### config.mk
export PLATFORM = sky130hd
export DESIGN_NAME = pdtsc_bank
export DESIGN_NICKNAME = d
export VERILOG_FILES = /design/src/pkg/pdtsc_pkg.sv /design/src/verilog/pdtsc_thr_decode.sv /design/src/verilog/pdtsc_bank.sv
export VERILOG_INCLUDE_DIRS = /design/src /design/src/pkg
export SDC_FILE = /design/constraint.sdc
export NUM_CORES = 1
export LEC_CHECK = 0
export BUFFER_PORTS_ARGS = -buffer_cell sky130_fd_sc_hd__buf_2
export CAP_MARGIN = 20
export CELL_PAD_IN_SITES_DETAIL_PLACEMENT = 2
export CELL_PAD_IN_SITES_GLOBAL_PLACEMENT = 2
export CORE_MARGIN = 2
export CORE_UTILIZATION = 35
export CTS_CLUSTER_DIAMETER = 100
export CTS_CLUSTER_SIZE = 12
export DETAILED_ROUTE_END_ITERATION = 8
export HOLD_SLACK_MARGIN = 0.1
export MAX_ROUTING_LAYER = met4
export PLACE_DENSITY = 0.93
export SYNTH_ARGS = -nofsm -noshare
export SYNTH_HDL_FRONTEND = slang
export SYNTH_SLANG_ARGS = --single-unit
### constraint.sdc
create_clock -name clock -period 2.8 [get_ports clock]
set_clock_uncertainty 0.05 [all_clocks]
set_input_delay 0.42 -clock clock [delete_from_list [all_inputs] [get_ports clock]]
set_output_delay 0.42 -clock clock [all_outputs]
set_load 0.02 [all_outputs]
### src/pkg/pdtsc_map.svh
/*
 * Register offsets, writable-bit masks, field layouts, reset values and threshold voltages
 * of the threshold and edge-rate configuration bank.
 * Assumes it is included by its bare name wherever the constants are needed.
 */
`ifndef PDTSC_MAP_SVH
`define PDTSC_MAP_SVH

`define PDTSC_ADDR_W 10
`define PDTSC_NUM_REGS 9
`define PDTSC_NUM_HS 7
`define PDTSC_NUM_LS 8
`define PDTSC_NUM_OUT 15
`define PDTSC_NUM_CORES 6

`define PDTSC_OFS_HS_DRAIN_A 10'h16B
`define PDTSC_OFS_HS_DRAIN_B 10'h16C
`define PDTSC_OFS_HS_SOURCE_A 10'h16D
`define PDTSC_OFS_HS_SOURCE_B 10'h16E
`define PDTSC_OFS_LS_DRAIN_A 10'h16F
`define PDTSC_OFS_LS_DRAIN_B 10'h170
`define PDTSC_OFS_HS_RATE 10'h171
`define PDTSC_OFS_LS_RATE_A 10'h172
`define PDTSC_OFS_LS_RATE_B 10'h173

`define PDTSC_IDX_HS_DRAIN_A 4'h0
`define PDTSC_IDX_HS_DRAIN_B 4'h1
`define PDTSC_IDX_HS_SOURCE_A 4'h2
`define PDTSC_IDX_HS_SOURCE_B 4'h3
`define PDTSC_IDX_LS_DRAIN_A 4'h4
`define PDTSC_IDX_LS_DRAIN_B 4'h5
`define PDTSC_IDX_HS_RATE 4'h6
`define PDTSC_IDX_LS_RATE_A 4'h7
`define PDTSC_IDX_LS_RATE_B 4'h8

`define PDTSC_MASK_HS_DRAIN_A 16'hFFFF
`define PDTSC_MASK_HS_DRAIN_B 16'h0FFF
`define PDTSC_MASK_HS_SOURCE_A 16'hFFFF
`define PDTSC_MASK_HS_SOURCE_B 16'h0FFF
`define PDTSC_MASK_LS_DRAIN_A 16'hFFFF
`define PDTSC_MASK_LS_DRAIN_B 16'hFFFF
`define PDTSC_MASK_HS_RATE 16'h3FFF
`define PDTSC_MASK_LS_RATE_A 16'h0FFF
`define PDTSC_MASK_LS_RATE_B 16'h00FF

`define PDTSC_REG_RESET 16'h0000

`define PDTSC_THR_W 4
`define PDTSC_RATE_W 2
`define PDTSC_THR_PER_REG 4
`define PDTSC_RATE_PER_REG 8
`define PDTSC_MV_W 12

`define PDTSC_CODE_0V00 4'h0
`define PDTSC_CODE_0V10 4'h9
`define PDTSC_CODE_0V20 4'hA
`define PDTSC_CODE_0V30 4'hB
`define PDTSC_CODE_0V40 4'hC
`define PDTSC_CODE_0V50 4'h1
`define PDTSC_CODE_1V00 4'h2
`define PDTSC_CODE_1V50 4'h3
`define PDTSC_CODE_2V00 4'h4
`define PDTSC_CODE_2V50 4'h5
`define PDTSC_CODE_3V00 4'h6
`define PDTSC_CODE_3V50 4'h7

`define PDTSC_MV_0V00 12'h000
`define PDTSC_MV_0V10 12'h064
`define PDTSC_MV_0V20 12'h0C8
`define PDTSC_MV_0V30 12'h12C
`define PDTSC_MV_0V40 12'h190
`define PDTSC_MV_0V50 12'h1F4
`define PDTSC_MV_1V00 12'h3E8
`define PDTSC_MV_1V50 12'h5DC
`define PDTSC_MV_2V00 12'h7D0
`define PDTSC_MV_2V50 12'h9C4
`define PDTSC_MV_3V00 12'hBB8
`define PDTSC_MV_3V50 12'hDAC

`endif

### src/pkg/pdtsc_pkg.sv
/*
 * Types shared by the threshold and edge-rate configuration bank.
 * Assumes pdtsc_map.svh is on the include path.
 */
`include "pdtsc_map.svh"

package pdtsc_pkg;

    typedef logic [`PDTSC_ADDR_W-1:0] pdtsc_addr_t;
    typedef logic [15:0] pdtsc_word_t;

    // Register access as presented by the serial interface shell.
    typedef struct packed {
        logic wr;
        logic rd;
        pdtsc_addr_t addr;
        pdtsc_word_t wdata;
    } pdtsc_host_req_s;

    // One field update requested by a microcore.
    typedef struct packed {
        logic valid;
        logic [2:0] core;
        pdtsc_addr_t addr;
        logic [2:0] field;
        logic [`PDTSC_THR_W-1:0] value;
    } pdtsc_core_req_s;

    // Access rights: one core mask per output, high side 0..6, low side 7..14.
    typedef logic [`PDTSC_NUM_OUT-1:0][`PDTSC_NUM_CORES-1:0] pdtsc_rights_t;

    typedef struct packed {
        logic [`PDTSC_RATE_W-1:0] rise;
        logic [`PDTSC_RATE_W-1:0] fall;
    } pdtsc_rate_s;

endpackage

### src/verilog/pdtsc_thr_decode.sv
/*
 * Decodes one four-bit monitoring threshold code into millivolts, registered.
 * Assumes the code comes from logic on the same clock.
 */
`timescale 1ns/1ps
`include "pdtsc_map.svh"

module pdtsc_thr_decode (
    input wire logic clock,
    input wire logic nrst,
    input wire logic [`PDTSC_THR_W-1:0] code,
    output logic [`PDTSC_MV_W-1:0] millivolts,
    output logic code_valid
);

    logic [`PDTSC_MV_W-1:0] next_millivolts;
    logic next_code_valid;

    // Same table for high-side drain/source and low-side drain comparators.
    always_comb begin
        next_code_valid = 1'b1;
        case (code)
            `PDTSC_CODE_0V00: next_millivolts = `PDTSC_MV_0V00;
            `PDTSC_CODE_0V10: next_millivolts = `PDTSC_MV_0V10;
            `PDTSC_CODE_0V20: next_millivolts = `PDTSC_MV_0V20;
            `PDTSC_CODE_0V30: next_millivolts = `PDTSC_MV_0V30;
            `PDTSC_CODE_0V40: next_millivolts = `PDTSC_MV_0V40;
            `PDTSC_CODE_0V50: next_millivolts = `PDTSC_MV_0V50;
            `PDTSC_CODE_1V00: next_millivolts = `PDTSC_MV_1V00;
            `PDTSC_CODE_1V50: next_millivolts = `PDTSC_MV_1V50;
            `PDTSC_CODE_2V00: next_millivolts = `PDTSC_MV_2V00;
            `PDTSC_CODE_2V50: next_millivolts = `PDTSC_MV_2V50;
            `PDTSC_CODE_3V00: next_millivolts = `PDTSC_MV_3V00;
            `PDTSC_CODE_3V50: next_millivolts = `PDTSC_MV_3V50;
            default: begin
                // Undefined codes fall back to the lowest threshold and are flagged.
                next_millivolts = `PDTSC_MV_0V00;
                next_code_valid = 1'b0;
            end
        endcase
    end

    always_ff @(posedge clock or negedge nrst) begin
        if (!nrst) begin
            millivolts <= `PDTSC_MV_0V00;
            code_valid <= 1'b1;
        end else begin
            millivolts <= next_millivolts;
            code_valid <= next_code_valid;
        end
    end

endmodule

### src/verilog/pdtsc_bank.sv
/*
 * Threshold and edge-rate configuration bank of the gate pre-driver: nine 16-bit registers written
 * by the host over the serial register port and updated field by field by microcores.
 * Assumes the serial shell and the microcores run on clock, and that the access-right table and
 * the bootstrap logic that supplies the thresholds in effect sit outside this block.
 */
`timescale 1ns/1ps
`include "pdtsc_map.svh"

// Function
// - four-bit threshold field per pre-driver output
// - host writes threshold registers over serial port
// - microcore update only with output access right
// - high-side reads return thresholds in effect
// - high-side code to voltage mapping
// - low-side drain uses same code mapping
// - edge-rate field stored for every driver
// - one rate both edges, except low-side seven/eight
module pdtsc_bank (
    input wire logic clock,
    input wire logic nrst,
    input wire pdtsc_pkg::pdtsc_host_req_s host_req,
    output logic [15:0] host_rdata,
    output logic host_rvalid,
    output logic host_hit,
    input wire pdtsc_pkg::pdtsc_core_req_s core_req,
    output logic core_done,
    output logic core_refused,
    input wire pdtsc_pkg::pdtsc_rights_t rights,
    input wire logic [`PDTSC_NUM_HS*`PDTSC_THR_W-1:0] hs_drain_thr_in_effect,
    input wire logic [`PDTSC_NUM_HS*`PDTSC_THR_W-1:0] hs_source_thr_in_effect,
    output logic [`PDTSC_NUM_HS-1:0][`PDTSC_THR_W-1:0] hs_drain_thr,
    output logic [`PDTSC_NUM_HS-1:0][`PDTSC_THR_W-1:0] hs_source_thr,
    output logic [`PDTSC_NUM_LS-1:0][`PDTSC_THR_W-1:0] ls_drain_thr,
    output logic [`PDTSC_NUM_HS-1:0][`PDTSC_MV_W-1:0] hs_drain_mv,
    output logic [`PDTSC_NUM_HS-1:0][`PDTSC_MV_W-1:0] hs_source_mv,
    output logic [`PDTSC_NUM_LS-1:0][`PDTSC_MV_W-1:0] ls_drain_mv,
    output logic [`PDTSC_NUM_HS+`PDTSC_NUM_HS+`PDTSC_NUM_LS-1:0] thr_code_valid,
    output pdtsc_pkg::pdtsc_rate_s [`PDTSC_NUM_OUT-1:0] edge_rate
);

    logic [15:0] regs [`PDTSC_NUM_REGS];
    logic [15:0] next_regs [`PDTSC_NUM_REGS];
    logic [15:0] next_host_rdata;
    logic next_host_rvalid;
    logic next_core_done;
    logic next_core_refused;

    logic [4:0] host_dec;
    logic [4:0] core_dec;
    logic [3:0] host_idx;
    logic host_map;
    logic [3:0] core_idx;
    logic core_map;
    logic [15:0] core_fmask;
    logic [15:0] core_fdata;
    logic [4:0] core_out;
    logic core_field_ok;
    logic core_granted;

    // Offset to storage index; shared by the host and the microcore paths.
    function automatic logic [4:0] pdtsc_decode(input pdtsc_pkg::pdtsc_addr_t addr);
        logic [4:0] r;
        r = 5'h10;
        case (addr)
            `PDTSC_OFS_HS_DRAIN_A: r = {1'b0, `PDTSC_IDX_HS_DRAIN_A};
            `PDTSC_OFS_HS_DRAIN_B: r = {1'b0, `PDTSC_IDX_HS_DRAIN_B};
            `PDTSC_OFS_HS_SOURCE_A: r = {1'b0, `PDTSC_IDX_HS_SOURCE_A};
            `PDTSC_OFS_HS_SOURCE_B: r = {1'b0, `PDTSC_IDX_HS_SOURCE_B};
            `PDTSC_OFS_LS_DRAIN_A: r = {1'b0, `PDTSC_IDX_LS_DRAIN_A};
            `PDTSC_OFS_LS_DRAIN_B: r = {1'b0, `PDTSC_IDX_LS_DRAIN_B};
            `PDTSC_OFS_HS_RATE: r = {1'b0, `PDTSC_IDX_HS_RATE};
            `PDTSC_OFS_LS_RATE_A: r = {1'b0, `PDTSC_IDX_LS_RATE_A};
            `PDTSC_OFS_LS_RATE_B: r = {1'b0, `PDTSC_IDX_LS_RATE_B};
            default: r = 5'h10;
        endcase
        return r;
    endfunction

    function automatic logic [15:0] pdtsc_mask(input logic [3:0] idx);
        logic [15:0] m;
        m = 16'h0000;
        case (idx)
            `PDTSC_IDX_HS_DRAIN_A: m = `PDTSC_MASK_HS_DRAIN_A;
            `PDTSC_IDX_HS_DRAIN_B: m = `PDTSC_MASK_HS_DRAIN_B;
            `PDTSC_IDX_HS_SOURCE_A: m = `PDTSC_MASK_HS_SOURCE_A;
            `PDTSC_IDX_HS_SOURCE_B: m = `PDTSC_MASK_HS_SOURCE_B;
            `PDTSC_IDX_LS_DRAIN_A: m = `PDTSC_MASK_LS_DRAIN_A;
            `PDTSC_IDX_LS_DRAIN_B: m = `PDTSC_MASK_LS_DRAIN_B;
            `PDTSC_IDX_HS_RATE: m = `PDTSC_MASK_HS_RATE;
            `PDTSC_IDX_LS_RATE_A: m = `PDTSC_MASK_LS_RATE_A;
            `PDTSC_IDX_LS_RATE_B: m = `PDTSC_MASK_LS_RATE_B;
            default: m = 16'h0000;
        endcase
        return m;
    endfunction

    assign host_dec = pdtsc_decode(host_req.addr);
    assign host_idx = host_dec[3:0];
    assign host_map = ~host_dec[4];
    assign core_dec = pdtsc_decode(core_req.addr);
    assign core_idx = core_dec[3:0];
    assign core_map = ~core_dec[4];

    // Locate the addressed field, its bit lane and the output it controls.
    always_comb begin
        core_fmask = 16'h0000;
        core_fdata = 16'h0000;
        core_out = 5'h00;
        case (core_idx)
            `PDTSC_IDX_HS_DRAIN_A, `PDTSC_IDX_HS_SOURCE_A, `PDTSC_IDX_LS_DRAIN_A,
            `PDTSC_IDX_HS_DRAIN_B, `PDTSC_IDX_HS_SOURCE_B, `PDTSC_IDX_LS_DRAIN_B: begin
                // Only four fields exist here; fields 4..7 would alias the low ones, so they are refused.
                core_fmask = core_req.field[2] ? 16'h0000 : (16'h000F << {core_req.field[1:0], 2'h0});
                core_fdata = {12'h000, core_req.value} << {core_req.field[1:0], 2'h0};
                core_out = {3'h0, core_req.field[1:0]};
                if (core_idx == `PDTSC_IDX_HS_DRAIN_B || core_idx == `PDTSC_IDX_HS_SOURCE_B) begin
                    core_out = 5'(core_out + 5'h04);
                end else if (core_idx == `PDTSC_IDX_LS_DRAIN_A) begin
                    core_out = 5'(core_out + 5'h07);
                end else if (core_idx == `PDTSC_IDX_LS_DRAIN_B) begin
                    core_out = 5'(core_out + 5'h0B);
                end
            end
            `PDTSC_IDX_HS_RATE, `PDTSC_IDX_LS_RATE_A: begin
                core_fmask = 16'h0003 << {core_req.field, 1'b0};
                core_fdata = {14'h0000, core_req.value[1:0]} << {core_req.field, 1'b0};
                core_out = (core_idx == `PDTSC_IDX_HS_RATE) ? {2'h0, core_req.field} : 5'(core_req.field + 5'h07);
            end
            `PDTSC_IDX_LS_RATE_B: begin
                // Fields 0..1 belong to low side 7, fields 2..3 to low side 8.
                core_fmask = 16'h0003 << {core_req.field, 1'b0};
                core_fdata = {14'h0000, core_req.value[1:0]} << {core_req.field, 1'b0};
                core_out = core_req.field[1] ? 5'h0E : 5'h0D;
            end
            default: begin
                core_fmask = 16'h0000;
            end
        endcase
    end

    // A field that lands only on reserved bits is refused like a missing right.
    assign core_field_ok = core_map && ((core_fmask & pdtsc_mask(core_idx)) == core_fmask) && (core_fmask != 16'h0000);
    // The requesting core must hold the right to the output the field belongs to.
    assign core_granted = core_req.valid && core_field_ok && (core_req.core < 3'(`PDTSC_NUM_CORES))
        && rights[core_out[3:0]][core_req.core];

    always_comb begin
        for (int i = 0; i < `PDTSC_NUM_REGS; i++) begin
            next_regs[i] = regs[i];
        end
        // Host writes store only the defined bits.
        if (host_req.wr && host_map) begin
            next_regs[host_idx] = host_req.wdata & pdtsc_mask(host_idx);
        end
        // Applied after the host write, so the core's field wins a same-cycle clash.
        if (core_granted) begin
            next_regs[core_idx] = (next_regs[core_idx] & ~core_fmask) | core_fdata;
        end
        next_core_done = core_granted;
        next_core_refused = core_req.valid && !core_granted;
    end

    // Read path: high-side thresholds report the configuration in effect, not the stored word.
    always_comb begin
        next_host_rvalid = host_req.rd;
        next_host_rdata = 16'h0000;
        if (host_req.rd && host_map) begin
            case (host_idx)
                `PDTSC_IDX_HS_DRAIN_A: next_host_rdata = hs_drain_thr_in_effect[15:0];
                `PDTSC_IDX_HS_DRAIN_B: next_host_rdata = {4'h0, hs_drain_thr_in_effect[27:16]};
                `PDTSC_IDX_HS_SOURCE_A: next_host_rdata = hs_source_thr_in_effect[15:0];
                `PDTSC_IDX_HS_SOURCE_B: next_host_rdata = {4'h0, hs_source_thr_in_effect[27:16]};
                default: next_host_rdata = regs[host_idx] & pdtsc_mask(host_idx);
            endcase
        end
    end

    always_ff @(posedge clock or negedge nrst) begin
        if (!nrst) begin
            for (int i = 0; i < `PDTSC_NUM_REGS; i++) begin
                regs[i] <= `PDTSC_REG_RESET;
            end
            host_rdata <= 16'h0000;
            host_rvalid <= 1'b0;
            core_done <= 1'b0;
            core_refused <= 1'b0;
        end else begin
            for (int i = 0; i < `PDTSC_NUM_REGS; i++) begin
                regs[i] <= next_regs[i];
            end
            host_rdata <= next_host_rdata;
            host_rvalid <= next_host_rvalid;
            core_done <= next_core_done;
            core_refused <= next_core_refused;
        end
    end

    assign host_hit = host_map;

    // One four-bit field per drain or source comparator, each decoded to its comparator level.
    genvar g;
    generate
        for (g = 0; g < `PDTSC_NUM_LS; g++) begin : g_out
            if (g < `PDTSC_NUM_HS) begin : g_hs
                assign hs_drain_thr[g] = regs[g / 4][(g % 4) * 4 +: 4];
                assign hs_source_thr[g] = regs[2 + g / 4][(g % 4) * 4 +: 4];
                pdtsc_thr_decode u_hs_drain (
                    .clock(clock),
                    .nrst(nrst),
                    .code(hs_drain_thr[g]),
                    .millivolts(hs_drain_mv[g]),
                    .code_valid(thr_code_valid[g])
                );
                pdtsc_thr_decode u_hs_source (
                    .clock(clock),
                    .nrst(nrst),
                    .code(hs_source_thr[g]),
                    .millivolts(hs_source_mv[g]),
                    .code_valid(thr_code_valid[`PDTSC_NUM_HS + g])
                );
                // One high-side selection drives both edges.
                assign edge_rate[g].rise = regs[`PDTSC_IDX_HS_RATE][g * 2 +: 2];
                assign edge_rate[g].fall = regs[`PDTSC_IDX_HS_RATE][g * 2 +: 2];
            end
            assign ls_drain_thr[g] = regs[4 + g / 4][(g % 4) * 4 +: 4];
            pdtsc_thr_decode u_ls_drain (
                .clock(clock),
                .nrst(nrst),
                .code(ls_drain_thr[g]),
                .millivolts(ls_drain_mv[g]),
                .code_valid(thr_code_valid[2 * `PDTSC_NUM_HS + g])
            );
            if (g < 6) begin : g_ls_slow
                // Low sides 1..6 share one selection for both edges.
                assign edge_rate[`PDTSC_NUM_HS + g].rise = regs[`PDTSC_IDX_LS_RATE_A][g * 2 +: 2];
                assign edge_rate[`PDTSC_NUM_HS + g].fall = regs[`PDTSC_IDX_LS_RATE_A][g * 2 +: 2];
            end else begin : g_ls_fast
                // Low sides 7 and 8 keep separate rising and falling selections.
                assign edge_rate[`PDTSC_NUM_HS + g].rise = regs[`PDTSC_IDX_LS_RATE_B][(g - 6) * 4 +: 2];
                assign edge_rate[`PDTSC_NUM_HS + g].fall = regs[`PDTSC_IDX_LS_RATE_B][(g - 6) * 4 + 2 +: 2];
            end
        end
    endgenerate

endmodule

# Word level (Yosys, flattened, before mapping)
# Memories as Yosys holds them, arrays and structs flattened.
# Index checks and enable logic that the tools add are counted.
# totals
register_bits	449
mem_bits_ro	768
inputBits	197
mem_count	3
# classes
addsub	4
n_lt_le_gt_ge	7
n_eq_ne	272
shift	4
mux	78
n_bitwise	10
reduce_logical	63
# mem_list
memory	words	width	read_ports	rd_clocked_by_memory_dff	wr	line_no	source
(no name shown)	16	16	1	0	0	pdtsc_bank.sv:83	case (idx)
(no name shown)	16	16	1	0	0	pdtsc_bank.sv:83	
(no name shown)	16	16	1	0	0	pdtsc_bank.sv:83	
# ops
op	n
$pmux 12 s11	22
$eq 4x3->1 const B	92
$eq 4x4->1 const B	89
$bwmux 144	2
$mux 144	2
$reduce_or 12->1	22
$eq 4x2->1 const B	48
$eq 10x9->1 const B	18
$mux 16	11
$bmux 16 s4	2
$demux 16 s4	2
$eq 4x1->1 const B	24
$logic_not 4->1	24
$pmux 5 s9	2
$and 16x16->16	4
$pmux 16 s2	2
$pmux 16 s4	1
$bmux 6 s4	1
$mux 1	23
$eq 16x16->1	1
$mux 4	4
$not 16->16	1
$or 16x16->16	1
$reduce_bool 16->1	1
25 further kinds	39

# Longest topological paths before layout
# Gate-level depths: netlist (run 1).
# depth
ltp_word	16
ltp_mapped	16
mapped_depth_nobuf	12

# Hierarchy
# A second synthesis (run 1) with hierarchy kept.
# hier_totals
cells_unflattened	2408
area_unflattened_um2	23653.9
# by_module_without_submodules
module	n_inst	cells_per_inst	area_per_inst_um2	seq_area_each_um2
pdtsc_bank	1	1445	13259.0	4078.9
pdtsc_thr_decode (g_out[0].g_hs.u_hs_drain ...)	17	44	467.9	276.5
pdtsc_thr_decode (g_out[5].u_ls_drain ...)	5	43	488.0	276.5

# Least setup slack after synthesis (run 1)
# Ideal clock, no wire load.
# synth_timing
kind	input to register
from	in core_req[5] (netlist bit)
to	reg regs, in the netlist edge_rate[24]
setup_ns	0.082
arrival_ns	3.826
required_time_ns	2.668
setup_slack_ns	-1.158
stages	15
path_buffers	3
path_cell_list	inv_1 ha_1 or3b_1 a21oi_2 o31a_4 nor2_8 buf_8 mux2i_1 mux4_2 a2111oi_4 o311ai_1 buf_6 nor4_4 buf_6 mux2i_1
# synth_rtl
item	line_no	source
from (decl)	pdtsc_bank.sv:26	input wire pdtsc_pkg::pdtsc_core_req_s core_req,
to (signal, indexed assignment)	pdtsc_bank.sv:182	regs[i] <= `PDTSC_REG_RESET;
to (signal, indexed assignment)	pdtsc_bank.sv:190	regs[i] <= next_regs[i];
to (decl)	pdtsc_bank.sv:42	logic [15:0] regs [`PDTSC_NUM_REGS];

==> reports/results.ini, run 1 <==
[status]
outcome = finished, violations left
violations = negative setup slack

[finish]
nFillCells = 6759
drive_above_1_share_pct = 41.12
nets = 3228
design_area_sq_um = 30610
multiInputGateArea_sq_um = 11310
ff_latch_area_sq_um = 10160
syn2layout_area_growth_pct = 33.35
most-common-layout-cells = buf_2, dfrtp_1, buf_4, nand2_1, mux2i_1
mostFrequentLayoutCell = buf_2

[worst_setup_path]
startpoint_type = input pin
required_ps = 3190
critPathKind = input pin to register
critPathMaxFanout = 10
r2r_setup_slack_ps = -970
end_kind = register
cp.arrival_ps = 4730

[cts]
root_buffer = clkbuf_16
cts_buffers = 40
clkTransAtPathRegs_ps = 80
h-tree-depth = 2
clock_path_buffers = 3
clk_latency_ps = 620
clock_sinks = 405
cts_tree = done

[power_and_ir_drop]
power.density_nw_per_um2 = 460.1
pwr-share-comb_pct = 16.9
p_sw_w = 0.004414
p_int_w = 0.009668
seq_power_share_pct = 44.4
p_leak_nw = 15.67
vdd_drop_max_v = 0.0004071
sw_frac_of_total_pct = 31.35
p_clk_share_pct = 38.7

[grt]
met3_usage_pct = 8.577
gr-usage-met2_pct = 62.83
grt-ovfl-total = 0
grt_pass1_wl_microns = 181600
grt_usage_pct = 37.45
grt_max_degree = 71
first_global_vias = 25930
use_met1_pct = 39.34
grt.busiest_layer = met2
antenna_found_initial = 19

[drt]
firstDrtPassIters = 8
drtAntennaViolNets = 0
drc = 0
post_drt_via_cell_ratio = 6.070
dr_total_vias = 23880
wirelength_microns = 133300
routedWlPerCell_microns = 33.88
drtIter0Drc = 2057

[synth]
postSynthCellCount = 2331
synthArstFlopShare_pct = 100.0
ys_warn_count = 0
synth_edf_count = 0
ys.flop_type = dfrtp_1
ys_ff_latch = 405
syn_area_sq_um = 22950
ys_types = 95
syn_avg_cell_area_sq_um = 9.846
yosysSeqAreaShare_pct = 44.28

[flow_run]
cap_violations = 0

[sta]
hold_viol = 0
relSlewSlack_pct = 8.966
rsz0062_at_grt = yes
fin_ws_ps = -1536
drv_slew = 0
setup-violations-final = 140
period_share_pct = 154.9
period_minus_slack_ps = 4336
worst_slew_pin_slew_ps = 1366
fmax_ghz = 0.2306

[placement]
gp_congestion = 0.9752
portBuffers = 606
place_hpwl_microns = 83220
post-place-ws_ps = -1594
post_dp_cell_area_sq_um = 27410

[floorplan]
die_area_sq_um = 67640
fp-row-count = 93
start_util_pct = 35.48
core_sq_um = 64700
io_pins = 651
die_w_microns = 260.1
die-height_microns = 260.1

[worst_hold_path]
min_path_type = input pin to register

registers in the layout (all words and copies together), names as in the netlist:
| signal | count |
|---|---|
| g_out.u_ls_drain.millivolts | 80 |
| g_out.g_hs.u_hs_drain.millivolts | 70 |
| g_out.g_hs.u_hs_source.millivolts | 70 |
| edge_rate | 34 |
| ls_drain_thr | 32 |
| hs_drain_thr | 28 |
| hs_source_thr | 28 |
| regs | 22 |
| host_rdata | 16 |
| g_out.u_ls_drain.code_valid | 8 |
| g_out.g_hs.u_hs_drain.code_valid | 7 |
| g_out.g_hs.u_hs_source.code_valid | 7 |
| core_done | 1 |
| core_refused | 1 |
| host_rvalid | 1 |
timing repair:
item	CTS	global route
pin swaps	36	15
buffers inserted	45	23
hold buffers	3	0
gates resized for setup	176	73
setup endpoints to repair	138	138
hold endpoints to repair	56	0
gates cloned	9	0
synth_stat cells (5+ instances only):
cell	n	area [sq um]
dfrtp_1	383	9584
mux2i_1	256	2562
nand2_1	240	900.9
buf_4	217	1629
a21oi_1	163	815.8
clkbuf_1	136	510.5
nor2_1	122	457.9
o21ai_0	76	380.4
nor3_1	70	350.3
nand3_1	62	310.3
nor2b_1	52	325.3
a21boi_0	48	360.4
nand2b_1	40	250.2
a21o_1	39	292.8
a222oi_1	30	300.3
o22ai_1	28	175.2
nor3b_1	23	172.7
xnor2_1	23	201.4
a221oi_1	22	192.7
dfstp_2	22	578.1
a2111oi_0	15	131.4
and2_1	15	93.84
clkbuf_8	14	192.7
buf_6	13	146.4
a22oi_1	12	90.09
a31oi_1	12	75.07
inv_1	12	45.04
mux2_2	12	135.1
and3_1	11	68.82
a211oi_1	9	67.56
nor4_4	9	191.4
o21a_1	9	67.56
nand4_1	8	50.05
buf_8	7	105.1
buf_2	6	30.03
a22o_1	5	43.79
a311oi_1	5	43.79
ha_1	5	62.56
nor4_1	5	31.28
nor4bb_1	5	50.05
power by group through the flow:
stage,registers [W],clock network [W],logic (W)
floorplan,0.00647,0,0.000959
global placement,0.00633,0,0.00192
detailed placement,0.00636,0,0.00206
CTS,0.00625,0.00546,0.00221
global route,0.00627,0.00572,0.00248
finish,0.00625,0.00545,0.00238
worst max-delay path: stages:
cell       delay, ps
buf_2            100
nor4bb_2         280
buf_4            170
and2_1           230
buf_4            220
nand4_1          150
buf_4            220
mux2i_1          230
a222oi_1        1150
a21oi_1          220
a2111oi_0        560
buf_4            230
a21oi_4           90
mux2i_4          420
per-stage QoR:
| stage | total power [W] | hold WS [ps] | utilization [%] | setup TNS, ps | std cells |
|---|---|---|---|---|---|
| floorplan | 0.007426 | 74.41 | - | -125240 | 2374 |
| global placement | 0.008245 | 377.8 | 42.36 | -152160 | 3762 |
| detailed placement | 0.008418 | 395.6 | 42.36 | -181320 | 3762 |
| CTS | 0.01393 | 114.9 | 46.45 | -56590 | 3890 |
| global route | 0.01447 | 151.5 | 47.30 | -112730 | 3931 |
| finish | 0.01408 | 148.9 | 47.31 | -103100 | 3934 |
layer usage:
metal	routed length, microns	vias up	part of all wire, %
met1	46040	12020	35
met5	0	-	0
met4	11130	0	8.4
met3	11260	723	8.4
met2	64870	1689	49
li1	-	9451	-
cell families after synthesis:
family                     Yosys count  share of synthesized area (%)
and+or+nand+nor                    692                          15.39
AOI/OAI and AO/OA                  520                          15.16
buffers and inverters              412                          11.81
DFF                                405                          44.28
muxes                              272                          12.15
xor gates and xnor gates            23                         0.8777
adders and majority gates            6                         0.3162
other                                1                        0.01634
path summary, 6_finish.rpt:
path / start / endpoint / cells past startpoint
worst max-delay path: host_req[23] / edge_rate[41] / 14
worst min-delay path: hs_source_thr_in_effect[6] / host_rdata[6] / 3
worst max register to register: edge_rate[13] / edge_rate[41] / 7
worst min register to register: regs[9] / regs[9] / 1
max in group asynchronous: nrst / g_out[4].g_hs.u_hs_drain.code_valid / 3
min in group asynchronous: nrst / g_out[1].u_ls_drain.millivolts[8] / 2
final cells by class:
| class | count | share of cell area [%] |
|---|---|---|
| Antenna cell | 22 | 0.1799 |
| Clock buffer | 70 | 3.777 |
| Clock inverter | 3 | 0.1104 |
| Inverter | 12 | 0.1717 |
| Multi-Input combinational cell | 1558 | 36.94 |
| Sequential cell | 405 | 33.20 |
| Tap cell | 855 | 3.495 |
| Timing Repair Buffer | 1009 | 22.12 |
Power figures use the tool's default switching activity.
==> run 2: changes to the inputs <==
Settings changed: BUFFER_PORTS_ARGS -buffer_cell sky130_fd_sc_hd__buf_2 to -buffer_cell sky130_fd_sc_hd__buf_4.
==> run 2 against run 1 <==
Effect of this change:
- the run still ends with negative setup slack left
- final cell count down 0.97%
- register-to-register slack better by 320 ps
- global-route usage fell by 1.6 points
- hold slack better by 14 ps
- critical path type unchanged
- largest cell class unchanged
- largest power group unchanged
==> reports/results.ini, run 2 (synthesis results as in run 1) <==
[finish]
syn2layout_area_growth_pct = 37.95
fin_util_pct = 48.94  ; +1.6 points
nFillCells = 6669  ; -1.3%
ff_latch_area_sq_um = 10160  ; unchanged
drive_above_1_share_pct = 40.51  ; -0.61 points
nets = 3203  ; -0.77%
most-common-layout-cells = buf_4, dfrtp_1, nand2_1, mux2i_1, a21oi_1
multiInputGateArea_sq_um = 11130  ; -1.5%
top_register = g_out.u_ls_drain.millivolts
mostFrequentLayoutCell = buf_4
final_cells = 3896  ; -0.97%
reg_top3 = g_out.u_ls_drain.millivolts (80), g_out.g_hs.u_hs_drain.millivolts (70), g_out.g_hs.u_hs_source.millivolts (70)
largest_reg_flops = 80  ; unchanged

[worst_setup_path]
cp-startpoint = host_req[23]
end_kind = register
path_depth = 13  ; -1
required_ps = 3210  ; +20 ps
cp_common_cell = buf_4
rr_worst_depth = 6  ; -1
cp_num_buf_inv = 4  ; -1
path_delay_family = compound AO/OA/AOI/OAI gates
r2r-end = ls_drain_thr[4]
worst_path_largest_cell_delay_ps = 650  ; -500 ps
slowest_stage = a2111oi_1
timing.rr.start = ls_drain_thr[20]
r2r_setup_slack_ps = -650  ; +320 ps
critPathCapture = ls_drain_thr[4]
critPathMaxFanout = 9  ; -1
path_cells = buf_4 > nor4bb_4 > buf_4 > and2_1 > buf_4 > nand4_1 > buf_4 > mux2i_1 > a222oi_1 > a21oi_1 > a2111oi_1 > a21oi_2 > mux2i_1
critPathKind = input pin to register
startpoint_type = input pin
cp.arrival_ps = 4410  ; -320 ps

[sta]
period_minus_slack_ps = 4005  ; -330.9 ps
hold_viol = 0  ; unchanged
drv_slew = 0  ; unchanged
fin_tns_setup_ps = -102210  ; +892.0 ps
rsz0062_at_grt = yes
fmax_ghz = 0.2497  ; +8.3%
fin_ws_ps = -1205  ; +330.9 ps
relSlewSlack_pct = 11.07  ; +2.1 points
holdWs_ps = 163.1  ; +14.13 ps
worst_slew_pin_slew_ps = 1297  ; -68.64 ps
setup-violations-final = 140  ; unchanged
period_share_pct = 143.0  ; -12 points

[grt]
met3_usage_pct = 7.680  ; -0.90 points
first_global_vias = 25560  ; -1.4%
antenna_found_initial = 15  ; -4
use_met1_pct = 36.73  ; -2.6 points
grt_pass1_wl_microns = 175200  ; -3.5%
gr-usage-met2_pct = 62.09  ; -0.74 points
grt-ovfl-total = 0  ; unchanged
grt_max_degree = 74  ; +4.2%
grt.busiest_layer = met2
grt_usage_pct = 35.81  ; -1.6 points

[cts]
clock_sinks = 405  ; unchanged
cts_buffers = 40  ; unchanged
clkTransAtPathRegs_ps = 70  ; about the same
root_buffer = clkbuf_16
h-tree-depth = 2  ; unchanged
clock_path_buffers = 3  ; unchanged
clk_latency_ps = 610  ; about the same
cts_tree = done

[status]
violations = negative setup slack
outcome = finished, violations left

[floorplan]
die-height_microns = 260.1  ; unchanged
io_pins = 651  ; unchanged
die_w_microns = 260.1  ; unchanged
fp-row-count = 93  ; unchanged
die_area_sq_um = 67640  ; unchanged
core_sq_um = 64700  ; unchanged
start_util_pct = 35.48  ; unchanged

[drt]
post_drt_via_cell_ratio = 6.096  ; +0.43%
routedWlPerCell_microns = 34.39  ; +1.5%
wirelength_microns = 134000  ; +0.52%
dr_total_vias = 23750  ; -0.54%
drtIter0Drc = 2139  ; +4.0%
drtAntennaViolNets = 0  ; unchanged
drc = 0  ; unchanged
firstDrtPassIters = 7  ; -1

[worst_hold_path]
min_path_type = input pin to register
hold_start = hs_drain_thr_in_effect[10]

[power_and_ir_drop]
vdd_drop_max_v = 0.0002897  ; -29%
p_leak_nw = 15.65  ; -0.14%
power.density_nw_per_um2 = 450.5  ; -2.1%
power_w = 0.01427  ; +1.3%

[placement]
portBuffers = 606  ; unchanged
dp.cells = 3748  ; -0.37%
gp_congestion = 0.9827  ; +0.77%
place_hpwl_microns = 84110  ; +1.1%

[flow_run]
cap_violations = 0  ; unchanged

## run 2: cell types whose count changed in the layout (fill, tap and decap cells not counted), moves of 6 or more
cell,previous run,this run
mux2i_2,26,35
clkbuf_1,28,20
buf_6,32,17
mux2i_4,33,27
buf_2,596,0
buf_4,335,919
## run 2: worst min-delay path by stage
stage                                             end  cells after the start  slack [ps]
floorplan                                   core_done                      0          70
global placement                       host_rdata[11]                      1         400
detailed placement  g_out[7].u_ls_drain.millivolts[9]                      1         410
CTS                                     host_rdata[7]                      3         110
global route                            host_rdata[7]                      3         160
finish                                 host_rdata[10]                      3         160
## run 2: final cells by class
cell class                 count  area share [%]
multi-input combinational   1558           35.16
sequential                   405           32.09
timing repair buffer         984           25.40
clock buffer                  61           3.477
tap                          855           3.379
clock inverter                 4          0.1857
inverter                      12          0.1739
antenna                       17          0.1344
## run 2: tightest hold or removal path, cell delays in order
cell and delay (ps):
buf_4 90, o2111ai_1 130, a21oi_1 130
## run 2: what timing repair did
| action | CTS | global route |
|---|---|---|
| hold endpoints to repair | 56 | 0 |
| hold buffers | 3 | 0 |
| setup buffers | 27 | 29 |
| endpoints found under the setup margin | 139 | 138 |
| pin swaps | 10 | 12 |
| cloned | 3 | 6 |
| gates resized for setup | 83 | 117 |
## run 2: routing by layer
| metal | wire length [microns] | vias up | share of wire (%) |
|---|---|---|---|
| met3 | 10650 | 736 | 7.9 |
| met4 | 11240 | 0 | 8.4 |
| met1 | 45900 | 12040 | 34 |
| met2 | 66200 | 1614 | 49 |
| li1 | - | 9366 | - |
| met5 | 0 | - | 0 |
## run 2: through the flow
step	worst slack [ps]	instance area (sq um)
floorplan	-982.9	23150
global placement	-1144	28830
detailed placement	-1373	28830
CTS	-577.2	30710
global route	-1194	31660
finish	-1205	31660
## run 2: power by group
| part | switching, W | total [W] | internal [W] |
|---|---|---|---|
| Combinational | 0.00156 | 0.00252 | 0.000961 |
| Sequential | 0.000219 | 0.00628 | 0.00606 |
| Clock | 0.00265 | 0.00546 | 0.00281 |
